`src/rtl/pcb_defs.svh`:
```
/*
  Constants of the preset counter block: register offsets, field
  positions, reset values and timing figures.
  Assumes it is included by bare name from rtl/ files.
*/
`ifndef PCB_DEFS_SVH
`define PCB_DEFS_SVH

// Register byte offsets
`define PCB_OFS_CTRL   8'h00
`define PCB_OFS_SET1   8'h04
`define PCB_OFS_SECOND_STAGE_PRESET   8'h08
`define PCB_OFS_FUNC   8'h0c
`define PCB_OFS_COMP   8'h10
`define PCB_OFS_BSET   8'h14
`define PCB_OFS_PV     8'h18
`define PCB_OFS_BPV    8'h1c
`define PCB_OFS_STAT   8'h20

// Field positions
`define PCB_CTRL_RUN   0
`define PCB_CTRL_RKEY  1
`define PCB_FUNC_OS1   16
`define PCB_FUNC_OS2   17

// Reset values
`define PCB_FUNC_RST   32'h0000_0064
`define PCB_SET_RST    24'h00_0000
`define PCB_BSET_RST   14'h0000

// Count limits
`define PCB_PV_MAX     24'h0f_423f
`define PCB_PV_MIN_PM  24'hfe_7961
`define PCB_PV_ALLF    24'hff_ffff
`define PCB_BPV_MAX    14'h270f

// Timing
`define PCB_CLK_NS     40
`define PCB_MS_NS      1000000
`define PCB_OS_MIN_MS  10'd10
`define PCB_OS_MAX_MS  10'd1000
`define PCB_BGAP_MS    1
`define PCB_CYC_PER_MS (`PCB_MS_NS / `PCB_CLK_NS)

`endif

```
`src/rtl/pcb_pkg.sv`:
```
/*
  Types of the preset counter block.
  Assumes pcb_defs.svh supplies the numeric constants.
*/
package pcb_pkg;

  // Power-up strap options
  typedef struct packed {
    logic two_stage;
    logic pm_range;
  } pcb_cfg_t;

  // Function settings, applied on entry to run mode
  typedef struct packed {
    logic       os2;
    logic       os1;
    logic [9:0] os_ms;
  } pcb_func_t;

  // Register write sequencing
  typedef enum logic [2:0] {
    PCB_WR_IDLE = 3'b001,
    PCB_WR_DO   = 3'b010,
    PCB_WR_RESP = 3'b100
  } pcb_wr_t;

endpackage : pcb_pkg

```
`src/rtl/pcb_sync_edge.sv`:
```
/*
  Two-flop synchroniser with rising edge detect, one lane per input.
  Assumes one clock; the first stage feeds only the second.
*/
`timescale 1ns/1ps
`default_nettype none
module pcb_sync_edge #(
  parameter int N = 5
) (
  input  wire logic         sys_clk_i,
  input  wire logic         nrst_i,
  input  wire logic [N-1:0] sig_i,
  output logic      [N-1:0] lvl_o,
  output logic      [N-1:0] rise_o
);
  logic [N-1:0] s1_q, s2_q, s3_q;

  // Per-lane synchroniser and edge history
  genvar g;
  for (g = 0; g < N; g++) begin : g_lane
    always_ff @(posedge sys_clk_i or negedge nrst_i) begin
      if (!nrst_i) begin
        s1_q[g] <= 1'b0;
        s2_q[g] <= 1'b0;
        s3_q[g] <= 1'b0;
      end else begin
        s1_q[g] <= sig_i[g];
        s2_q[g] <= s1_q[g];
        s3_q[g] <= s2_q[g];
      end
    end
    assign lvl_o[g]  = s2_q[g];
    assign rise_o[g] = s2_q[g] & ~s3_q[g];
  end
endmodule : pcb_sync_edge
`default_nettype wire

```
`src/rtl/pcb_oneshot.sv`:
```
/*
  Millisecond one-shot: restarts on fire, drops at once on clear.
  Assumes the caller clamps dur_ms_i to the legal span.
*/
`timescale 1ns/1ps
`default_nettype none
module pcb_oneshot #(
  parameter int CYC_PER_MS = 25000
) (
  input  wire logic       sys_clk_i,
  input  wire logic       nrst_i,
  input  wire logic       fire_i,
  input  wire logic       clr_i,
  input  wire logic [9:0] dur_ms_i,
  output logic            active_o
);
  logic [15:0] pre_q, pre_d;
  logic [9:0]  ms_q, ms_d;
  logic        act_q, act_d;

  // Clear beats fire, so a reset always wins
  always_comb begin
    pre_d = pre_q;
    ms_d  = ms_q;
    act_d = act_q;
    if (clr_i) begin
      act_d = 1'b0;
    end else if (fire_i) begin
      act_d = 1'b1;
      pre_d = 16'h0000;
      ms_d  = dur_ms_i;
    end else if (act_q) begin
      if (pre_q == 16'(CYC_PER_MS - 1)) begin
        pre_d = 16'h0000;
        ms_d  = ms_q - 10'h001;
        if (ms_q == 10'h001) begin
          act_d = 1'b0;
        end
      end else begin
        pre_d = pre_q + 16'h0001;
      end
    end
  end

  always_ff @(posedge sys_clk_i or negedge nrst_i) begin
    if (!nrst_i) begin
      pre_q <= 16'h0000;
      ms_q  <= 10'h000;
      act_q <= 1'b0;
    end else begin
      pre_q <= pre_d;
      ms_q  <= ms_d;
      act_q <= act_d;
    end
  end

  assign active_o = act_q;
endmodule : pcb_oneshot
`default_nettype wire

```
`src/rtl/pcb_top.sv`:
```
/*
  Preset counter with batch counter, AXI4-Lite register access.
  Assumes one 25 MHz clock, inputs synchronous, straps and the kept
  batch output level stable at power-up.
*/
`timescale 1ns/1ps
`default_nettype none
`include "pcb_defs.svh"
module pcb_top
  import pcb_pkg::*;
#(
  parameter int CYC_PER_MS = `PCB_CYC_PER_MS,
  parameter int BGAP_CYC   = `PCB_BGAP_MS * `PCB_CYC_PER_MS
) (
  input  wire logic        sys_clk_i,
  input  wire logic        nrst_i,
  input  wire logic        count_input_a_i,
  input  wire logic        count_input_b_i,
  input  wire logic        reset_in_i,
  input  wire logic        batch_reset_i,
  input  wire logic        comp_in_i,
  input  wire logic        strap_two_stage_i,
  input  wire logic        strap_pm_range_i,
  input  wire logic        kept_batch_out_i,
  output logic             out1_o,
  output logic             out2_o,
  output logic             batch_out_o,
  output logic             error_o,
  input  wire logic [7:0]  s_axi_awaddr,
  input  wire logic        s_axi_awvalid,
  output logic             s_axi_awready,
  input  wire logic [31:0] s_axi_wdata,
  input  wire logic [3:0]  s_axi_wstrb,
  input  wire logic        s_axi_wvalid,
  output logic             s_axi_wready,
  output logic [1:0]       s_axi_bresp,
  output logic             s_axi_bvalid,
  input  wire logic        s_axi_bready,
  input  wire logic [7:0]  s_axi_araddr,
  input  wire logic        s_axi_arvalid,
  output logic             s_axi_arready,
  output logic [31:0]      s_axi_rdata,
  output logic [1:0]       s_axi_rresp,
  output logic             s_axi_rvalid,
  input  wire logic        s_axi_rready
);
  logic [4:0] lvl, rise;
  logic       up_ev, dn_ev, rst_lvl, brst_lvl, comp_ev;

  // Field inputs cleaned up before use
  pcb_sync_edge #(.N(5)) u_sync (
    .sys_clk_i (sys_clk_i),
    .nrst_i    (nrst_i),
    .sig_i     ({comp_in_i, batch_reset_i, reset_in_i,
                 count_input_b_i, count_input_a_i}),
    .lvl_o     (lvl),
    .rise_o    (rise)
  );
  assign up_ev    = rise[0];
  assign dn_ev    = rise[1];
  assign rst_lvl  = lvl[2];
  assign brst_lvl = lvl[3];
  assign comp_ev  = rise[4];

  // Register bus state
  pcb_wr_t     wst_q, wst_d;
  logic        awr_q, awr_d, wr_q, wr_d, bv_q, bv_d;
  logic        awok_q, awok_d, wok_q, wok_d;
  logic [7:0]  wa_q, wa_d;
  logic [31:0] wd_q, wd_d;
  logic [3:0]  ws_q, ws_d;
  logic        arr_q, arr_d, rv_q, rv_d;
  logic [31:0] rd_q, rd_d;
  logic [1:0]  rr_q, rr_d, br_q, br_d;
  logic        wdo;

  // Software-visible settings
  logic        run_q, run_d, rkey_q, rkey_d;
  logic [23:0] set1_q, set1_d, second_stage_preset_q, second_stage_preset_d;
  logic [23:0] comp_q, comp_d, comp_act_q, comp_act_d;
  pcb_func_t   fsh_q, fsh_d, fact_q, fact_d;
  logic [13:0] bset_q, bset_d;

  // Write channel: address and data taken in any order
  always_comb begin
    wst_d  = wst_q;
    awr_d  = awr_q;
    wr_d   = wr_q;
    awok_d = awok_q;
    wok_d  = wok_q;
    wa_d   = wa_q;
    wd_d   = wd_q;
    ws_d   = ws_q;
    bv_d   = bv_q;
    br_d   = br_q;
    wdo    = 1'b0;
    if (s_axi_awvalid && awr_q) begin
      awr_d  = 1'b0;
      awok_d = 1'b1;
      wa_d   = s_axi_awaddr;
    end
    if (s_axi_wvalid && wr_q) begin
      wr_d  = 1'b0;
      wok_d = 1'b1;
      wd_d  = s_axi_wdata;
      // Strobes kept with the data; the master may move them after
      ws_d  = s_axi_wstrb;
    end
    unique case (wst_q)
      PCB_WR_IDLE: begin
        if (awok_q && wok_q) begin
          wst_d = PCB_WR_DO;
        end
      end
      PCB_WR_DO: begin
        wdo    = 1'b1;
        awok_d = 1'b0;
        wok_d  = 1'b0;
        bv_d   = 1'b1;
        br_d   = (wa_q[1:0] == 2'b00 && wa_q <= `PCB_OFS_BSET)
                 ? 2'b00 : 2'b10;
        wst_d  = PCB_WR_RESP;
      end
      PCB_WR_RESP: begin
        if (s_axi_bready) begin
          bv_d  = 1'b0;
          awr_d = 1'b1;
          wr_d  = 1'b1;
          wst_d = PCB_WR_IDLE;
        end
      end
      default: wst_d = PCB_WR_IDLE;
    endcase
  end

  // Settings writes; function fields go to a shadow copy first
  always_comb begin
    run_d      = run_q;
    rkey_d     = 1'b0;
    set1_d     = set1_q;
    second_stage_preset_d     = second_stage_preset_q;
    comp_d     = comp_q;
    fsh_d      = fsh_q;
    bset_d     = bset_q;
    fact_d     = fact_q;
    comp_act_d = comp_act_q;
    if (wdo && wa_q == `PCB_OFS_CTRL && ws_q[0]) begin
      run_d  = wd_q[`PCB_CTRL_RUN];
      rkey_d = wd_q[`PCB_CTRL_RKEY];
    end
    if (wdo && wa_q == `PCB_OFS_SET1 && &ws_q[2:0]) begin
      set1_d = wd_q[23:0];
    end
    if (wdo && wa_q == `PCB_OFS_SECOND_STAGE_PRESET && &ws_q[2:0]) begin
      second_stage_preset_d = wd_q[23:0];
    end
    if (wdo && wa_q == `PCB_OFS_COMP && &ws_q[2:0]) begin
      comp_d = wd_q[23:0];
    end
    if (wdo && wa_q == `PCB_OFS_FUNC && &ws_q[2:0]) begin
      fsh_d.os1 = wd_q[`PCB_FUNC_OS1];
      fsh_d.os2 = wd_q[`PCB_FUNC_OS2];
      // Lengths with bits 9:0 under the minimum go to it; others out of span go to the maximum
      if (wd_q[9:0] < `PCB_OS_MIN_MS) begin
        fsh_d.os_ms = `PCB_OS_MIN_MS;
      end else if (wd_q[15:10] != 6'h00 ||
                   wd_q[9:0] > `PCB_OS_MAX_MS) begin
        fsh_d.os_ms = `PCB_OS_MAX_MS;
      end else begin
        fsh_d.os_ms = wd_q[9:0];
      end
    end
    if (wdo && wa_q == `PCB_OFS_BSET && &ws_q[1:0]) begin
      bset_d = (wd_q[13:0] > `PCB_BPV_MAX) ? `PCB_BPV_MAX : wd_q[13:0];
    end
    // Function and compensation settings take hold only as run mode is entered
    if (run_d && !run_q) begin
      fact_d     = fsh_q;
      comp_act_d = comp_q;
    end
  end

  // Counting state
  pcb_cfg_t    cfg_q, cfg_d;
  logic        boot_q, boot_d;
  logic [23:0] pv_q, pv_d;
  logic        ovf_q, ovf_d, unf_q, unf_d, err, err_q;
  logic        upd_q, upd_d;
  logic        eq1_q, eq1_d, eq2_q, eq2_d;
  logic        hld1_q, hld1_d, hld2_q, hld2_d;
  logic        trig1, trig2, rst_any;
  logic [23:0] pv_min;
  logic        os1_act, os2_act;

  assign err     = ovf_q | unf_q;
  assign rst_any = rst_lvl | rkey_q;
  assign pv_min  = cfg_q.pm_range ? `PCB_PV_MIN_PM : 24'h00_0000;

  // Present value, direction, range errors and preset matches
  always_comb begin
    cfg_d  = cfg_q;
    boot_d = 1'b0;
    pv_d   = pv_q;
    ovf_d  = ovf_q;
    unf_d  = unf_q;
    upd_d  = upd_q;
    if (boot_q) begin
      cfg_d.two_stage = strap_two_stage_i;
      cfg_d.pm_range  = strap_pm_range_i;
    end
    if (rst_any) begin
      pv_d  = 24'h00_0000;
      ovf_d = 1'b0;
      unf_d = 1'b0;
    end else if (comp_ev && cfg_q.pm_range && upd_q) begin
      pv_d = comp_act_q;
    end else if (!err && up_ev && !dn_ev) begin
      upd_d = 1'b1;
      if (pv_q == `PCB_PV_MAX) begin
        ovf_d = 1'b1;
        pv_d  = 24'h00_0000;
      end else begin
        pv_d = pv_q + 24'h00_0001;
      end
    end else if (!err && dn_ev && !up_ev) begin
      upd_d = 1'b0;
      if (pv_q == pv_min) begin
        unf_d = 1'b1;
        pv_d  = 24'h00_0000;
      end else begin
        pv_d = pv_q - 24'h00_0001;
      end
    end
    // Matches follow set edits too, so an edit equal to the present value fires
    eq1_d = cfg_q.two_stage && (pv_q == set1_q);
    eq2_d = (pv_q == second_stage_preset_q);
    // Plus/minus parts re-arm during reset; others keep comparing the present value
    if (rst_any && cfg_q.pm_range) begin
      eq1_d = 1'b0;
      eq2_d = 1'b0;
    end
  end

  // A fresh match fires; repeated reaches fire again
  assign trig2 = eq2_d && !eq2_q && !rst_any && !err;
  assign trig1 = cfg_q.two_stage
                 ? (eq1_d && !eq1_q && !rst_any && !err) : trig2;

  // Held outputs drop only on reset, never on an error
  always_comb begin
    hld1_d = hld1_q;
    hld2_d = hld2_q;
    if (rst_any) begin
      hld1_d = 1'b0;
      hld2_d = 1'b0;
    end else begin
      hld1_d = hld1_q | trig1;
      hld2_d = hld2_q | trig2;
    end
  end

  // One-shots: reset clears, compensation has no say
  pcb_oneshot #(.CYC_PER_MS(CYC_PER_MS)) u_os1 (
    .sys_clk_i (sys_clk_i),
    .nrst_i    (nrst_i),
    .fire_i    (trig1),
    .clr_i     (rst_any),
    .dur_ms_i  (fact_q.os_ms),
    .active_o  (os1_act)
  );
  pcb_oneshot #(.CYC_PER_MS(CYC_PER_MS)) u_os2 (
    .sys_clk_i (sys_clk_i),
    .nrst_i    (nrst_i),
    .fire_i    (trig2),
    .clr_i     (rst_any),
    .dur_ms_i  (fact_q.os_ms),
    .active_o  (os2_act)
  );

  // Batch counter state
  logic [13:0] bpv_q, bpv_d;
  logic        bout_q, bout_d;
  logic [15:0] bgap_q, bgap_d;
  logic        out1_q, out1_d, out2_q, out2_d;

  // Batch value, spacing guard and sticky batch output
  always_comb begin
    bpv_d  = bpv_q;
    bout_d = bout_q;
    bgap_d = (bgap_q != 16'h0000) ? bgap_q - 16'h0001 : bgap_q;
    if (boot_q) begin
      bout_d = kept_batch_out_i;
    end
    // Reaches closer than the guard are dropped, not queued
    if (trig2 && bgap_q == 16'h0000) begin
      bgap_d = 16'(BGAP_CYC - 1);
      bpv_d  = (bpv_q == `PCB_BPV_MAX) ? 14'h0000
               : bpv_q + 14'h0001;
    end
    // Only the batch reset touches the batch side
    if (brst_lvl) begin
      bpv_d  = 14'h0000;
      bout_d = 1'b0;
    end else if (bset_q != 14'h0000 && bpv_q >= bset_q) begin
      bout_d = 1'b1;
    end
  end

  // Output selection, registered so the pins come from flops
  always_comb begin
    out1_d = fact_q.os1 ? os1_act : hld1_q;
    out2_d = fact_q.os2 ? os2_act : hld2_q;
  end

  // Read data mux
  always_comb begin
    arr_d = arr_q;
    rv_d  = rv_q;
    rd_d  = rd_q;
    rr_d  = rr_q;
    if (s_axi_arvalid && arr_q) begin
      arr_d = 1'b0;
      rv_d  = 1'b1;
      rr_d  = 2'b00;
      unique case (s_axi_araddr)
        `PCB_OFS_CTRL: rd_d = {31'h0000_0000, run_q};
        `PCB_OFS_SET1: rd_d = {8'h00, set1_q};
        `PCB_OFS_SECOND_STAGE_PRESET: rd_d = {8'h00, second_stage_preset_q};
        `PCB_OFS_FUNC: rd_d = {14'h0000, fsh_q.os2, fsh_q.os1,
                               6'h00, fsh_q.os_ms};
        `PCB_OFS_COMP: rd_d = {8'h00, comp_q};
        `PCB_OFS_BSET: rd_d = {18'h0_0000, bset_q};
        `PCB_OFS_PV:   rd_d = {8'h00, ovf_q ? `PCB_PV_ALLF : pv_q};
        `PCB_OFS_BPV:  rd_d = {18'h0_0000, bpv_q};
        `PCB_OFS_STAT: rd_d = {23'h00_0000, cfg_q.pm_range,
                               cfg_q.two_stage, rst_any, upd_q,
                               unf_q, ovf_q, bout_q, out2_q, out1_q};
        default: begin
          rd_d = 32'h0000_0000;
          rr_d = 2'b10;
        end
      endcase
    end else if (rv_q && s_axi_rready) begin
      rv_d  = 1'b0;
      arr_d = 1'b1;
    end
  end

  // Register bank
  always_ff @(posedge sys_clk_i or negedge nrst_i) begin
    if (!nrst_i) begin
      wst_q      <= PCB_WR_IDLE;
      awr_q      <= 1'b1;
      wr_q       <= 1'b1;
      awok_q     <= 1'b0;
      wok_q      <= 1'b0;
      wa_q       <= 8'h00;
      wd_q       <= 32'h0000_0000;
      ws_q       <= 4'h0;
      bv_q       <= 1'b0;
      br_q       <= 2'b00;
      arr_q      <= 1'b1;
      rv_q       <= 1'b0;
      rd_q       <= 32'h0000_0000;
      rr_q       <= 2'b00;
      run_q      <= 1'b1;
      rkey_q     <= 1'b0;
      set1_q     <= `PCB_SET_RST;
      second_stage_preset_q     <= `PCB_SET_RST;
      comp_q     <= `PCB_SET_RST;
      comp_act_q <= `PCB_SET_RST;
      fsh_q      <= pcb_func_t'(12'(`PCB_FUNC_RST));
      fact_q     <= pcb_func_t'(12'(`PCB_FUNC_RST));
      bset_q     <= `PCB_BSET_RST;
      cfg_q      <= '0;
      boot_q     <= 1'b1;
      pv_q       <= 24'h00_0000;
      ovf_q      <= 1'b0;
      unf_q      <= 1'b0;
      err_q      <= 1'b0;
      upd_q      <= 1'b1;
      eq1_q      <= 1'b1;
      eq2_q      <= 1'b1;
      hld1_q     <= 1'b0;
      hld2_q     <= 1'b0;
      bpv_q      <= 14'h0000;
      bout_q     <= 1'b0;
      bgap_q     <= 16'h0000;
      out1_q     <= 1'b0;
      out2_q     <= 1'b0;
    end else begin
      wst_q      <= wst_d;
      awr_q      <= awr_d;
      wr_q       <= wr_d;
      awok_q     <= awok_d;
      wok_q      <= wok_d;
      wa_q       <= wa_d;
      wd_q       <= wd_d;
      ws_q       <= ws_d;
      bv_q       <= bv_d;
      br_q       <= br_d;
      arr_q      <= arr_d;
      rv_q       <= rv_d;
      rd_q       <= rd_d;
      rr_q       <= rr_d;
      run_q      <= run_d;
      rkey_q     <= rkey_d;
      set1_q     <= set1_d;
      second_stage_preset_q     <= second_stage_preset_d;
      comp_q     <= comp_d;
      comp_act_q <= comp_act_d;
      fsh_q      <= fsh_d;
      fact_q     <= fact_d;
      bset_q     <= bset_d;
      cfg_q      <= cfg_d;
      boot_q     <= boot_d;
      pv_q       <= pv_d;
      ovf_q      <= ovf_d;
      unf_q      <= unf_d;
      err_q      <= ovf_d | unf_d;
      upd_q      <= upd_d;
      eq1_q      <= eq1_d;
      eq2_q      <= eq2_d;
      hld1_q     <= hld1_d;
      hld2_q     <= hld2_d;
      bpv_q      <= bpv_d;
      bout_q     <= bout_d;
      bgap_q     <= bgap_d;
      out1_q     <= out1_d;
      out2_q     <= out2_d;
    end
  end

  // Pins straight from flops
  assign out1_o        = out1_q;
  assign out2_o        = out2_q;
  assign batch_out_o   = bout_q;
  assign error_o       = err_q;
  assign s_axi_awready = awr_q;
  assign s_axi_wready  = wr_q;
  assign s_axi_bvalid  = bv_q;
  assign s_axi_bresp   = br_q;
  assign s_axi_arready = arr_q;
  assign s_axi_rvalid  = rv_q;
  assign s_axi_rdata   = rd_q;
  assign s_axi_rresp   = rr_q;
endmodule : pcb_top
`default_nettype wire

```
`config.mk`:
```
export PLATFORM = sky130hd
export DESIGN_NAME = pcb_top
export DESIGN_NICKNAME = d
export VERILOG_FILES = /design/src/rtl/pcb_pkg.sv /design/src/rtl/pcb_sync_edge.sv /design/src/rtl/pcb_oneshot.sv /design/src/rtl/pcb_top.sv
export VERILOG_INCLUDE_DIRS = /design/src /design/src/rtl
export SDC_FILE = /design/constraint.sdc
export NUM_CORES = 1
export LEC_CHECK = 0
export ABC_AREA = 1
export BUFFER_PORTS_ARGS = -buffer_cell sky130_fd_sc_hd__clkbuf_2
export CORE_UTILIZATION = 42
export CTS_CLUSTER_DIAMETER = 200
export DETAILED_ROUTE_END_ITERATION = 12
export GPL_TIMING_DRIVEN = 0
export SLEW_MARGIN = 20
export SYNTH_ARGS = -nofsm -noshare
export SYNTH_HDL_FRONTEND = slang
export SYNTH_HIERARCHICAL = 1
export SYNTH_SLANG_ARGS = --single-unit
```
`constraint.sdc`:
```
create_clock -name sys_clk_i -period 2.5 [get_ports sys_clk_i]
set_input_delay 0.125 -clock sys_clk_i [delete_from_list [all_inputs] [get_ports sys_clk_i]]
set_output_delay 0.125 -clock sys_clk_i [all_outputs]
set_load 0.02 [all_outputs]
```
==> results of run 1 <==
-- flip-flops by register name, indices dropped and copies added (netlist names), 3 cells and up --
register               count
u_os1/ms_q                10
u_os2/ms_q                10
wst_q                      3
bgap_q                    16
bset_q                    14
s_axi_rdata               24
fact_q                    12
wa_q                       8
set1_q                    24
bpv_q                     14
second_stage_preset_q     24
u_sync/s3_q                3
comp_q                    24
u_sync/lvl_o               5
u_sync/s1_q                5
ws_q                       3
pv_q                      24
u_os1/pre_q               16
fsh_q                     12
u_os2/pre_q               16
wd_q                      24
comp_act_q                24
-- area by class of cell --
class / instances / share of cell area, %
Multi-Input combinational cell: 1944 / 40.03
Sequential cell: 342 / 36.84
Timing Repair Buffer: 196 / 6.372
Inverter: 309 / 5.159
Clock buffer: 59 / 4.981
Tap cell: 600 / 3.221
Buffer: 103 / 2.963
Clock inverter: 10 / 0.4348
-- per-layer routing --
layer	part of all wire, %	wire (um)	global-route usage (%)
met5	0.015	11	0
met4	2.9	2092	9.507
met3	8.5	6089	6.806
met2	43	30490	45.27
met1	46	32920	44.35
-- critical path, stage by stage, from the launching register on --
cell                      delay (ns)
sky130_fd_sc_hd__dfrtp_1        0.39
sky130_fd_sc_hd__buf_8          0.17
sky130_fd_sc_hd__inv_6          0.13
sky130_fd_sc_hd__nand2_1        0.07
sky130_fd_sc_hd__nand2_1        0.06
sky130_fd_sc_hd__nand2_1        0.06
sky130_fd_sc_hd__nor2_2         0.09
sky130_fd_sc_hd__nand2_2        0.11
sky130_fd_sc_hd__nor2_4         0.15
sky130_fd_sc_hd__nand4_1        0.21
sky130_fd_sc_hd__nand2_4        0.18
sky130_fd_sc_hd__nor2_4         0.06
sky130_fd_sc_hd__nor2_4         0.18
sky130_fd_sc_hd__buf_4          0.17
sky130_fd_sc_hd__nand2_4        0.09
sky130_fd_sc_hd__buf_6          0.16
sky130_fd_sc_hd__nand2_1        0.07
sky130_fd_sc_hd__o21ai_2        0.05
-- worst min-delay path by stage --
stage / to / slack [ns] / cells past startpoint
6_report: u_sync/lvl_o[1]$_DFF_PN0_ / 0.11 / 2
5_1_grt: u_sync/s1_q[4]$_DFF_PN0_ / 0.14 / 2
4_1_cts: u_sync/s1_q[4]$_DFF_PN0_ / 0.11 / 2
3_5_place_dp: u_sync/lvl_o[1]$_DFF_PN0_ / 0.13 / 1
3_3_place_gp: u_sync/s1_q[4]$_DFF_PN0_ / 0.24 / 1
2_1_floorplan: awok_q$_DFFE_PN0P_ / -0.17 / 0
-- power by group through the flow --
stage               Combinational [W]  Clock, W  Sequential (W)
floorplan                     0.00361         0         0.00659
global placement              0.00539         0         0.00670
detailed placement            0.00544         0         0.00671
CTS                           0.00567   0.00578         0.00662
global route                  0.00678   0.00602         0.00671
finish                        0.00618   0.00567         0.00666
-- metrics by stage --
step,instance area [um2],std cells,total power (W)
after floorplan,19510,2698,0.01020
after global placement,20720,3390,0.01209
after detailed placement,20840,3394,0.01214
after CTS,22790,3525,0.01807
after global routing,23310,3563,0.01950
final,23310,3563,0.01851
-- timing repair --
item / 4_1_cts / 5_1_grt
setup buffers: 12 / 37
pin swaps: 8 / 29
endpoints found under the hold margin: 107 / 0
endpoints found under the setup margin: 54 / 59
gates cloned: 0 / 1
hold buffers: 50 / 0
resized for setup: 29 / 68
==> results.toml, run 1 <==
[drt]
detail_route.wl_per_cell_um = 20.10
route.vias.total = 18970
firstDrtPassIters = 6
post_drt_via_cell_ratio = 5.323
drc = 0
drt_iter0_drcs = 1823
routed_wirelength_mm = 71.61
antenna_violating_nets_post_route = 0

[power]
clkPwrFrac_pct = 30.7
seq_power_share_pct = 36.0
power.share.switching_pct = 37.99
ir_drop_uv = 653.4
power_density_nw_per_um2 = 794.0
share_comb_of_total_power_pct = 33.4
p_leak_nw = 11.50
power_switching_w = 0.007030
internal_cell_power_w = 0.01148

[clock_tree]
cts_max_path_buffers = 3
numClockSinks = 342
tritoncts.num_buffers = 39
tritoncts_clock_tree = "done"
cts_root_buffer = "sky130_fd_sc_hd__clkbuf_16"
clk_pin_slew_ns = 0.06
ctsHtreeMaxLevel = 2
clkLatencyLatePin_ns = 0.57

[critical_path]
worstSetupPathType = "flip-flop to flip-flop"
critical_path_peak_fanout = 10
setup.reg_to_reg.worst_slack_ns = -0.04
worst_setup_path_startpoint = "pv_q[3]$_DFFE_PN0P_"
critical_path_start_type = "flip-flop"
worst-r2r-cell-count = 17
reg2reg_to = "u_os1/ms_q[4]$_DFFE_PN0P_"
worst-endpoint-arrival_ns = 2.97
critPathRequiredTime_ns = 2.93
destination_of_the_critical_timing_path = "u_os1/ms_q[4]$_DFFE_PN0P_"
setup.worst_path.end_class = "flip-flop"
regToRegStartpoint = "pv_q[3]$_DFFE_PN0P_"

[timing]
actual_transition_at_the_worst_max_transition_pin_ns = 0.8198
finClkSkew_ns = 0.03214
setup_repair_after_global_routing_missed_its_margin = "true"
setup_ws_ns = -0.03977
finalWorstPathRequiredPeriod_ns = 2.540
max-slew-margin-rel_pct = 45.35
setup_total_negative_slack_ns = -0.1724
finalCritPeriodShare_pct = 101.6
setup_viol_count_final = 10
final_hold_viol_count = 0
timing_max_transition_violations_final = 0
worst_hold_slack_ns = 0.1083
clock.fmax_mhz = 393.7

[final_layout]
ff_latch_area_um2 = 8586
fillerInstances = 4512
multi_input_gate_area_in_the_final_layout_um2 = 9331
final_cell_mix = "sky130_fd_sc_hd__nand2_1 (829), sky130_fd_sc_hd__dfrtp_1 (320), sky130_fd_sc_hd__nor2_1 (291)"
layout.cells.most_common = "sky130_fd_sc_hd__nand2_1"
layout.core_utilization_pct = 51.14
layout.nets = 3026
area_delta_synth_final_pct = 19.70
drive_gt1_share_pct = 14.58
antenna_cells_inserted = 0

[floorplan]
floorplan.die_area_um2 = 47230
die_w_um = 217.3
die_y_um = 217.3
placeableCoreArea_um2 = 45580
initial_core_util_pct = 42.72
num_io_pins = 112
std_cell_rows = 78

[grt]
globalRoute.totalOverflow = 0
pin_count_of_the_biggest_net_entering_global_routing = 91
grt_usage_pct = 30.64
grt_first_pass_wirelength_mm = 108.8
grt_pass1_vias = 18020
initial_antenna_violation_count = 2

[synthesis]
yosys_warnings = 6
netlist_instances = 2688
syn_area_um2 = 19470
postSynthAreaPerCell_um2 = 7.244

[job]
timing.max_cap.violations = 0

[placed_design]
detailedPlace.worstSlack_ns = -0.5352
place_hpwl_mm = 54.54
routabilityCongestion = 1.000
port_buffers = 92

[run_status]
failed_checks = "setup timing"
outcome = "finished with violations"

[min_path]
min_path_type = "input port to asynchronous set/reset pin"
No activity file was read; power rests on OpenSTA's default activity.
==> run 2: changes to the inputs <==
--- a/config.mk
+++ b/config.mk
@@ -9,5 +9,5 @@
 export ABC_AREA = 1
 export BUFFER_PORTS_ARGS = -buffer_cell sky130_fd_sc_hd__clkbuf_2
-export CORE_UTILIZATION = 42
+export CORE_UTILIZATION = 35
 export CTS_CLUSTER_DIAMETER = 200
 export DETAILED_ROUTE_END_ITERATION = 12
==> constraint.sdc (replaced) <==
create_clock -name sys_clk_i -period 2.5 [get_ports sys_clk_i]
set_input_delay 0.375 -clock sys_clk_i [delete_from_list [all_inputs] [get_ports sys_clk_i]]
set_output_delay 0.375 -clock sys_clk_i [all_outputs]
set_load 0.02 [all_outputs]
==> run 2 against run 1 <==
  * The flow now finishes without violations
  * Clock skew decreased by 0.0029 ns
  * Clock power increased by 3%
  * Cell area decreased by 0.43%
  * Non-clock buffer count decreased by 34
  * Maximum frequency increased by 4.9%
  * Routed wire length decreased by 6.2%
  * First-iteration DRC count increased by 6.8%
  * Highest routed layer is now met4
  * Die area increased by 20%
  * Total power decreased by 0.67%
  * Combinational power decreased by 3.9%
  * Core utilization decreased by 8.9 points
  * Critical path depth decreased by 2
==> results.toml, run 2 (synthesis results as in run 1) <==
[power]
clkPwrFrac_pct = 31.7
power.share.switching_pct = 38.19
ir_drop_uv = 483.9
internal_cell_power_w = 0.01136
power_density_nw_per_um2 = 792.2
seq_power_share_pct = 36.0
share_comb_of_total_power_pct = 32.3
design_power_total_w = 0.01838
power_switching_w = 0.007021
p_leak_nw = 11.31

[drt]
drt_iter0_drcs = 1947
firstDrtPassIters = 9
routed_wirelength_mm = 67.14
post_drt_via_cell_ratio = 5.066
route.vias.total = 18640
antenna_violating_nets_post_route = 0
drc = 0
detail_route.wl_per_cell_um = 18.25

[floorplan]
std_cell_rows = 86
num_io_pins = 112
initial_core_util_pct = 35.41
placeableCoreArea_um2 = 54990
die_w_um = 237.9
floorplan.die_area_um2 = 56580
die_y_um = 237.9

[job]
timing.max_cap.violations = 0

[clock_tree]
clk_pin_slew_ns = 0.06
cts_max_path_buffers = 3
ctsHtreeMaxLevel = 2
tritoncts_clock_tree = "done"
numClockSinks = 342
cts_root_buffer = "sky130_fd_sc_hd__clkbuf_16"
clkLatencyLatePin_ns = 0.60
tritoncts.num_buffers = 39

[timing]
actual_transition_at_the_worst_max_transition_pin_ns = 0.7855
finClkSkew_ns = 0.02920
final_hold_viol_count = 0
clock.fmax_mhz = 413.1
setup_viol_count_final = 0
timing_max_transition_violations_final = 0
max-slew-margin-rel_pct = 47.63
finalCritPeriodShare_pct = 96.83
finalWorstPathRequiredPeriod_ns = 2.421
setup_ws_ns = 0.07925

[critical_path]
worstPathCellList = "buf_6 -> inv_8 -> nand2_1 -> nand2_1 -> nand2_2 -> nor2_4 -> nand2_2 -> nor2_4 -> nand4_1 -> nand2_4 -> clkinvlp_4 -> buf_4 -> or2_2 -> nand3_2 -> nand2_1"
setup.worst_path.end_class = "flip-flop"
worst_setup_path_startpoint = "pv_q[19]$_DFFE_PN0P_"
critical_path_peak_fanout = 6
worst_path_largest_cell_delay_ns = 0.38
setup.reg_to_reg.worst_slack_ns = 0.08
critical_path_start_type = "flip-flop"
worst-endpoint-arrival_ns = 2.90
critPathRequiredTime_ns = 2.98
critical_path_depth = 15
cp_common_cell = "sky130_fd_sc_hd__nand2_1"
top_cell_family_by_delay_on_the_critical_path = "simple AND/OR/NAND/NOR gates"
worst-r2r-cell-count = 15
worstSetupPathType = "flip-flop to flip-flop"
worst-path-buf-inv = 4
destination_of_the_critical_timing_path = "u_os1/ms_q[6]$_DFFE_PN0P_"
slowest_stage = "sky130_fd_sc_hd__dfrtp_1"
regToRegStartpoint = "pv_q[19]$_DFFE_PN0P_"
reg2reg_to = "u_os1/ms_q[6]$_DFFE_PN0P_"

[placed_design]
place.detailed.instances = 3542
place_hpwl_mm = 50.90
port_buffers = 92
place_area_um2 = 21030
detailedPlace.worstSlack_ns = -0.2793
routabilityCongestion = 0.9943

[grt]
pin_count_of_the_biggest_net_entering_global_routing = 90
grt_pass1_vias = 17160
globalRoute.totalOverflow = 0
grt_usage_pct = 23.74
grt_first_pass_wirelength_mm = 102.6
initial_antenna_violation_count = 1

[final_layout]
antenna_cells_inserted = 0
post_layout_nonfiller_instances = 3679
drive_gt1_share_pct = 14.30
layout.nets = 2992
stdcell_area_um2 = 23210
final_cell_mix = "sky130_fd_sc_hd__nand2_1 (827), sky130_fd_sc_hd__dfrtp_1 (320), sky130_fd_sc_hd__nor2_1 (290)"
area_delta_synth_final_pct = 19.18
layout.cells.most_common = "sky130_fd_sc_hd__nand2_1"

[run_status]
outcome = "finished, final reports clean"

[min_path]
min_path_type = "input port to flip-flop"
[run 2: layout make-up]
class,instances,area (um2)
repair buffers,162,1176
flip-flops and latches,342,8586
multi-input cells,1944,9334
clock inverters,19,215.2
plain buffers,103,659.4
well taps,748,935.9
fillers,5727,31780
inverters,309,1226
clock buffers,52,1075
[run 2: what timing repair did]
item,in CTS,in global routing
setup buffers,5,26
endpoints found under the setup margin,52,47
pin swaps,4,26
hold buffers,35,0
endpoints found under the hold margin,160,0
resized for setup,10,88
[run 2: how the worst min path moves through the flow]
| stage | from | endpoint | slack [ns] | cells after the start |
|---|---|---|---|---|
| 3_5_place_dp | nrst_i | wd_q[20]$_DFFE_PN0P_ | 0.25 | 1 |
| 5_1_grt | s_axi_wdata[2] | wd_q[2]$_DFFE_PN0P_ | 0.001 | 3 |
| 2_1_floorplan | nrst_i | awok_q$_DFFE_PN0P_ | 0.08 | 0 |
| 6_report | s_axi_wdata[16] | wd_q[16]$_DFFE_PN0P_ | 0.01 | 3 |
| 4_1_cts | s_axi_wdata[4] | wd_q[4]$_DFFE_PN0P_ | 0.002 | 3 |
| 3_3_place_gp | u_sync/s1_q[3]$_DFF_PN0_ | u_sync/lvl_o[3]$_DFF_PN0_ | 0.34 | 0 |
[run 2: worst min-delay path, stage by stage]
cell and delay, ns:
sky130_fd_sc_hd__clkbuf_2 0.07, sky130_fd_sc_hd__nand2_1 0.04, sky130_fd_sc_hd__o21ai_0 0.06
[run 2: metrics by stage]
| step | TNS, ns | hold slack (ns) | utilization [%] |
|---|---|---|---|
| 2_1_floorplan | 0 | 0.07941 | - |
| 3_3_place_gp | -2273.29 | 0.3355 | 38.02 |
| 3_5_place_dp | -8.184 | 0.2506 | 38.24 |
| 4_1_cts | 0 | 0.001937 | 41.34 |
| 5_1_grt | -0.03262 | 0.001448 | 42.21 |
| 6_report | 0 | 0.01332 | 42.21 |
[run 2: metal layers]
metal  up-vias  global-route usage (%)  wire length (um)
met3       118                   4.431              5638
li1       9022                       -                 -
met5         -                       0                 0
met1      8785                   34.65             30790
met2       711                   35.58             28850
met4         0                   6.804              1863
[run 2: power by group through the flow]
| stage | Combinational, W | Sequential (W) | Clock, W |
|---|---|---|---|
| 6_report | 0.00594 | 0.00663 | 0.00582 |
| 4_1_cts | 0.00543 | 0.00659 | 0.00596 |
| 3_3_place_gp | 0.00529 | 0.00668 | 0 |
| 5_1_grt | 0.00650 | 0.00670 | 0.00619 |
| 2_1_floorplan | 0.00361 | 0.00659 | 0 |
| 3_5_place_dp | 0.00533 | 0.00668 | 0 |
==> run 3: changes to the inputs <==
GPL_TIMING_DRIVEN = default   (was 0)
PLACE_DENSITY_LB_ADDON = 0.15   (was default)
==> run 3 against run 2 <==
  * Non-clock buffer count increased by 26
  * Sequential share of layout area decreased by 0.54 points
  * Combinational power about the same
  * Sequential cell count unchanged
  * Clock skew increased by 0.0072 ns
  * Final cell count increased by 0.76%
  * Highest routed layer unchanged
==> results.toml, run 3 (synthesis results as in run 1) <==
[job]
timing.max_cap.violations = 0

[timing]
max-slew-margin-rel_pct = 53.15
final_hold_viol_count = 0
timing_max_transition_violations_final = 0
finalWorstPathRequiredPeriod_ns = 2.409
actual_transition_at_the_worst_max_transition_pin_ns = 0.7020
setup_total_negative_slack_ns = 0
setup_repair_after_global_routing_missed_its_margin = "true"
clock.fmax_mhz = 415.2
setup_viol_count_final = 0
finClkSkew_ns = 0.03643
worst_hold_slack_ns = 0.02573
finalCritPeriodShare_pct = 96.34

[power]
power_density_nw_per_um2 = 809.7
p_leak_nw = 11.61
ir_drop_uv = 558.6

[drt]
drt_iter0_drcs = 1673
detail_route.wl_per_cell_um = 18.80
drc = 0
routed_wirelength_mm = 69.68
post_drt_via_cell_ratio = 5.018
route.vias.total = 18600
firstDrtPassIters = 5
antenna_violating_nets_post_route = 0

[critical_path]
worstPathCellList = "buf_4 -> inv_1 -> o22ai_1 -> nor2_1 -> nand3_1 -> nor2_1 -> nand3_2 -> nand2_4 -> nor2_4 -> nor2_4 -> nand3b_1 -> nor2_1 -> nand2_1 -> nor2_1 -> nor2_1"
regToRegStartpoint = "pv_q[17]$_DFFE_PN0P_"
worst-r2r-cell-count = 15
slowest_stage = "sky130_fd_sc_hd__dfrtp_1"
critical_path_peak_fanout = 6
worst-endpoint-arrival_ns = 2.87
critical_path_start_type = "flip-flop"
worst_path_largest_cell_delay_ns = 0.45
worstSetupPathType = "flip-flop to flip-flop"
reg2reg_to = "u_os1/pre_q[7]$_DFFE_PN0P_"
cp_common_cell = "sky130_fd_sc_hd__nor2_1"
critPathRequiredTime_ns = 2.96
setup.worst_path.end_class = "flip-flop"
setup.reg_to_reg.worst_slack_ns = 0.09

[grt]
grt_pass1_vias = 17830
initial_antenna_violation_count = 1
globalRoute.totalOverflow = 0
grt_first_pass_wirelength_mm = 107.3
grt_usage_pct = 24.86
pin_count_of_the_biggest_net_entering_global_routing = 85

[placed_design]
place_hpwl_mm = 53.61
place.detailed.instances = 3585
place_area_um2 = 21550
routabilityCongestion = 0.9666
port_buffers = 92

[floorplan]
floorplan.die_area_um2 = 56580
initial_core_util_pct = 35.41
num_io_pins = 112
die_w_um = 237.9
die_y_um = 237.9
std_cell_rows = 86
placeableCoreArea_um2 = 54990

[final_layout]
stdcell_area_um2 = 23580
post_layout_nonfiller_instances = 3707
final_cell_mix = "sky130_fd_sc_hd__nand2_1 (834), sky130_fd_sc_hd__dfrtp_1 (311), sky130_fd_sc_hd__nor2_1 (300)"
layout.nets = 3020
multi_input_gate_area_in_the_final_layout_um2 = 9253
area_delta_synth_final_pct = 21.11
fillerInstances = 5721
antenna_cells_inserted = 0
drive_gt1_share_pct = 15.92
ff_latch_area_um2 = 8597
layout.cells.most_common = "sky130_fd_sc_hd__nand2_1"

[clock_tree]
cts_max_path_buffers = 3
numClockSinks = 342
tritoncts_clock_tree = "done"
ctsHtreeMaxLevel = 2
clkLatencyLatePin_ns = 0.60
cts_root_buffer = "sky130_fd_sc_hd__clkbuf_16"
tritoncts.num_buffers = 41
clk_pin_slew_ns = 0.06

[min_path]
min_from = "s_axi_awaddr[4]"
whs_path_depth = 3
worst_hold_path.endpoint = "wa_q[4]$_DFFE_PN0P_"
min_path_type = "input port to flip-flop"

[run_status]
outcome = "finished, final reports clean"
==> run 3: cell count changes in the layout (fill, tap and decap cells not counted), sizes merged <==
cell,delta
buf,+60
bufinv,+2
clkbuf,-32
clkinv,-4
clkinvlp,-1
dlygate4sd3,+5
inv,-2
==> run 3: report_power, final <==
part,total [W],internal [W],switching [W]
Sequential,0.00674,0.00616,0.000589
Clock,0.00641,0.00385,0.00256
Combinational,0.00595,0.00200,0.00395
==> run 3: worst max-delay path by stage <==
| stage | startpoint | end | cells past startpoint |
|---|---|---|---|
| finish | pv_q[17]$_DFFE_PN0P_ | u_os1/pre_q[7]$_DFFE_PN0P_ | 15 |
| global route | pv_q[17]$_DFFE_PN0P_ | u_os1/pre_q[14]$_DFFE_PN0P_ | 15 |
| CTS | pv_q[6]$_DFFE_PN0P_ | u_os1/ms_q[3]$_DFFE_PN0P_ | 13 |
| detailed placement | pv_q[6]$_DFFE_PN0P_ | u_os1/ms_q[3]$_DFFE_PN0P_ | 13 |
| global placement | pv_q[6]$_DFFE_PN0P_ | u_os1/pre_q[7]$_DFFE_PN0P_ | 15 |
| floorplan | pv_q[21]$_DFFE_PN0P_ | u_os2/pre_q[7]$_DFFE_PN0P_ | 14 |
==> run 3: routing by layer <==
metal  global-route usage, %  part of all wire (%)  vias to the layer above
met3                   3.447                   6.2                       88
met4                   6.745                   2.4                        0
met5                       0                     0                        -
met1                   36.33                    48                     8936
met2                   38.29                    44                      514
li1                        -                     -                     9065
==> run 3: final cells by class <==
class | instances | share of cell area, %
well taps | 748 | 3.968
inverters | 309 | 4.976
clock buffers | 59 | 5.189
repair buffers | 291 | 9.194
multi-input cells | 1944 | 39.23
clock inverters | 14 | 0.9868
flip-flops and latches | 342 | 36.45
==> run 3: critical path, delay by kind of cell (launching register included) <==
| kind | cells | cell delay [ns] |
|---|---|---|
| AO/OA/AOI/OAI | 1 | 0.09 |
| buffers and inverters | 2 | 0.25 |
| flip-flops | 1 | 0.45 |
| AND/OR/NAND/NOR | 12 | 1.49 |
==> run 3: timing repair <==
item,in CTS,in global routing
pin swaps,0,16
hold endpoints to repair,67,0
cloned,0,0
setup endpoints to repair,9,45
resized for setup,1,38
hold buffers,40,0
setup buffers,0,9
==> run 3: through the flow <==
step / setup WS (ns) / power (W) / utilization, %
finish: 0.09141 / 0.01910 / 42.89
floorplan: 0.4476 / 0.01020 / -
detailed placement: -0.01593 / 0.01251 / 39.19
CTS: 0.02285 / 0.01905 / 42.57
global placement: -0.04068 / 0.01246 / 39.19
global route: -0.04552 / 0.02012 / 42.89
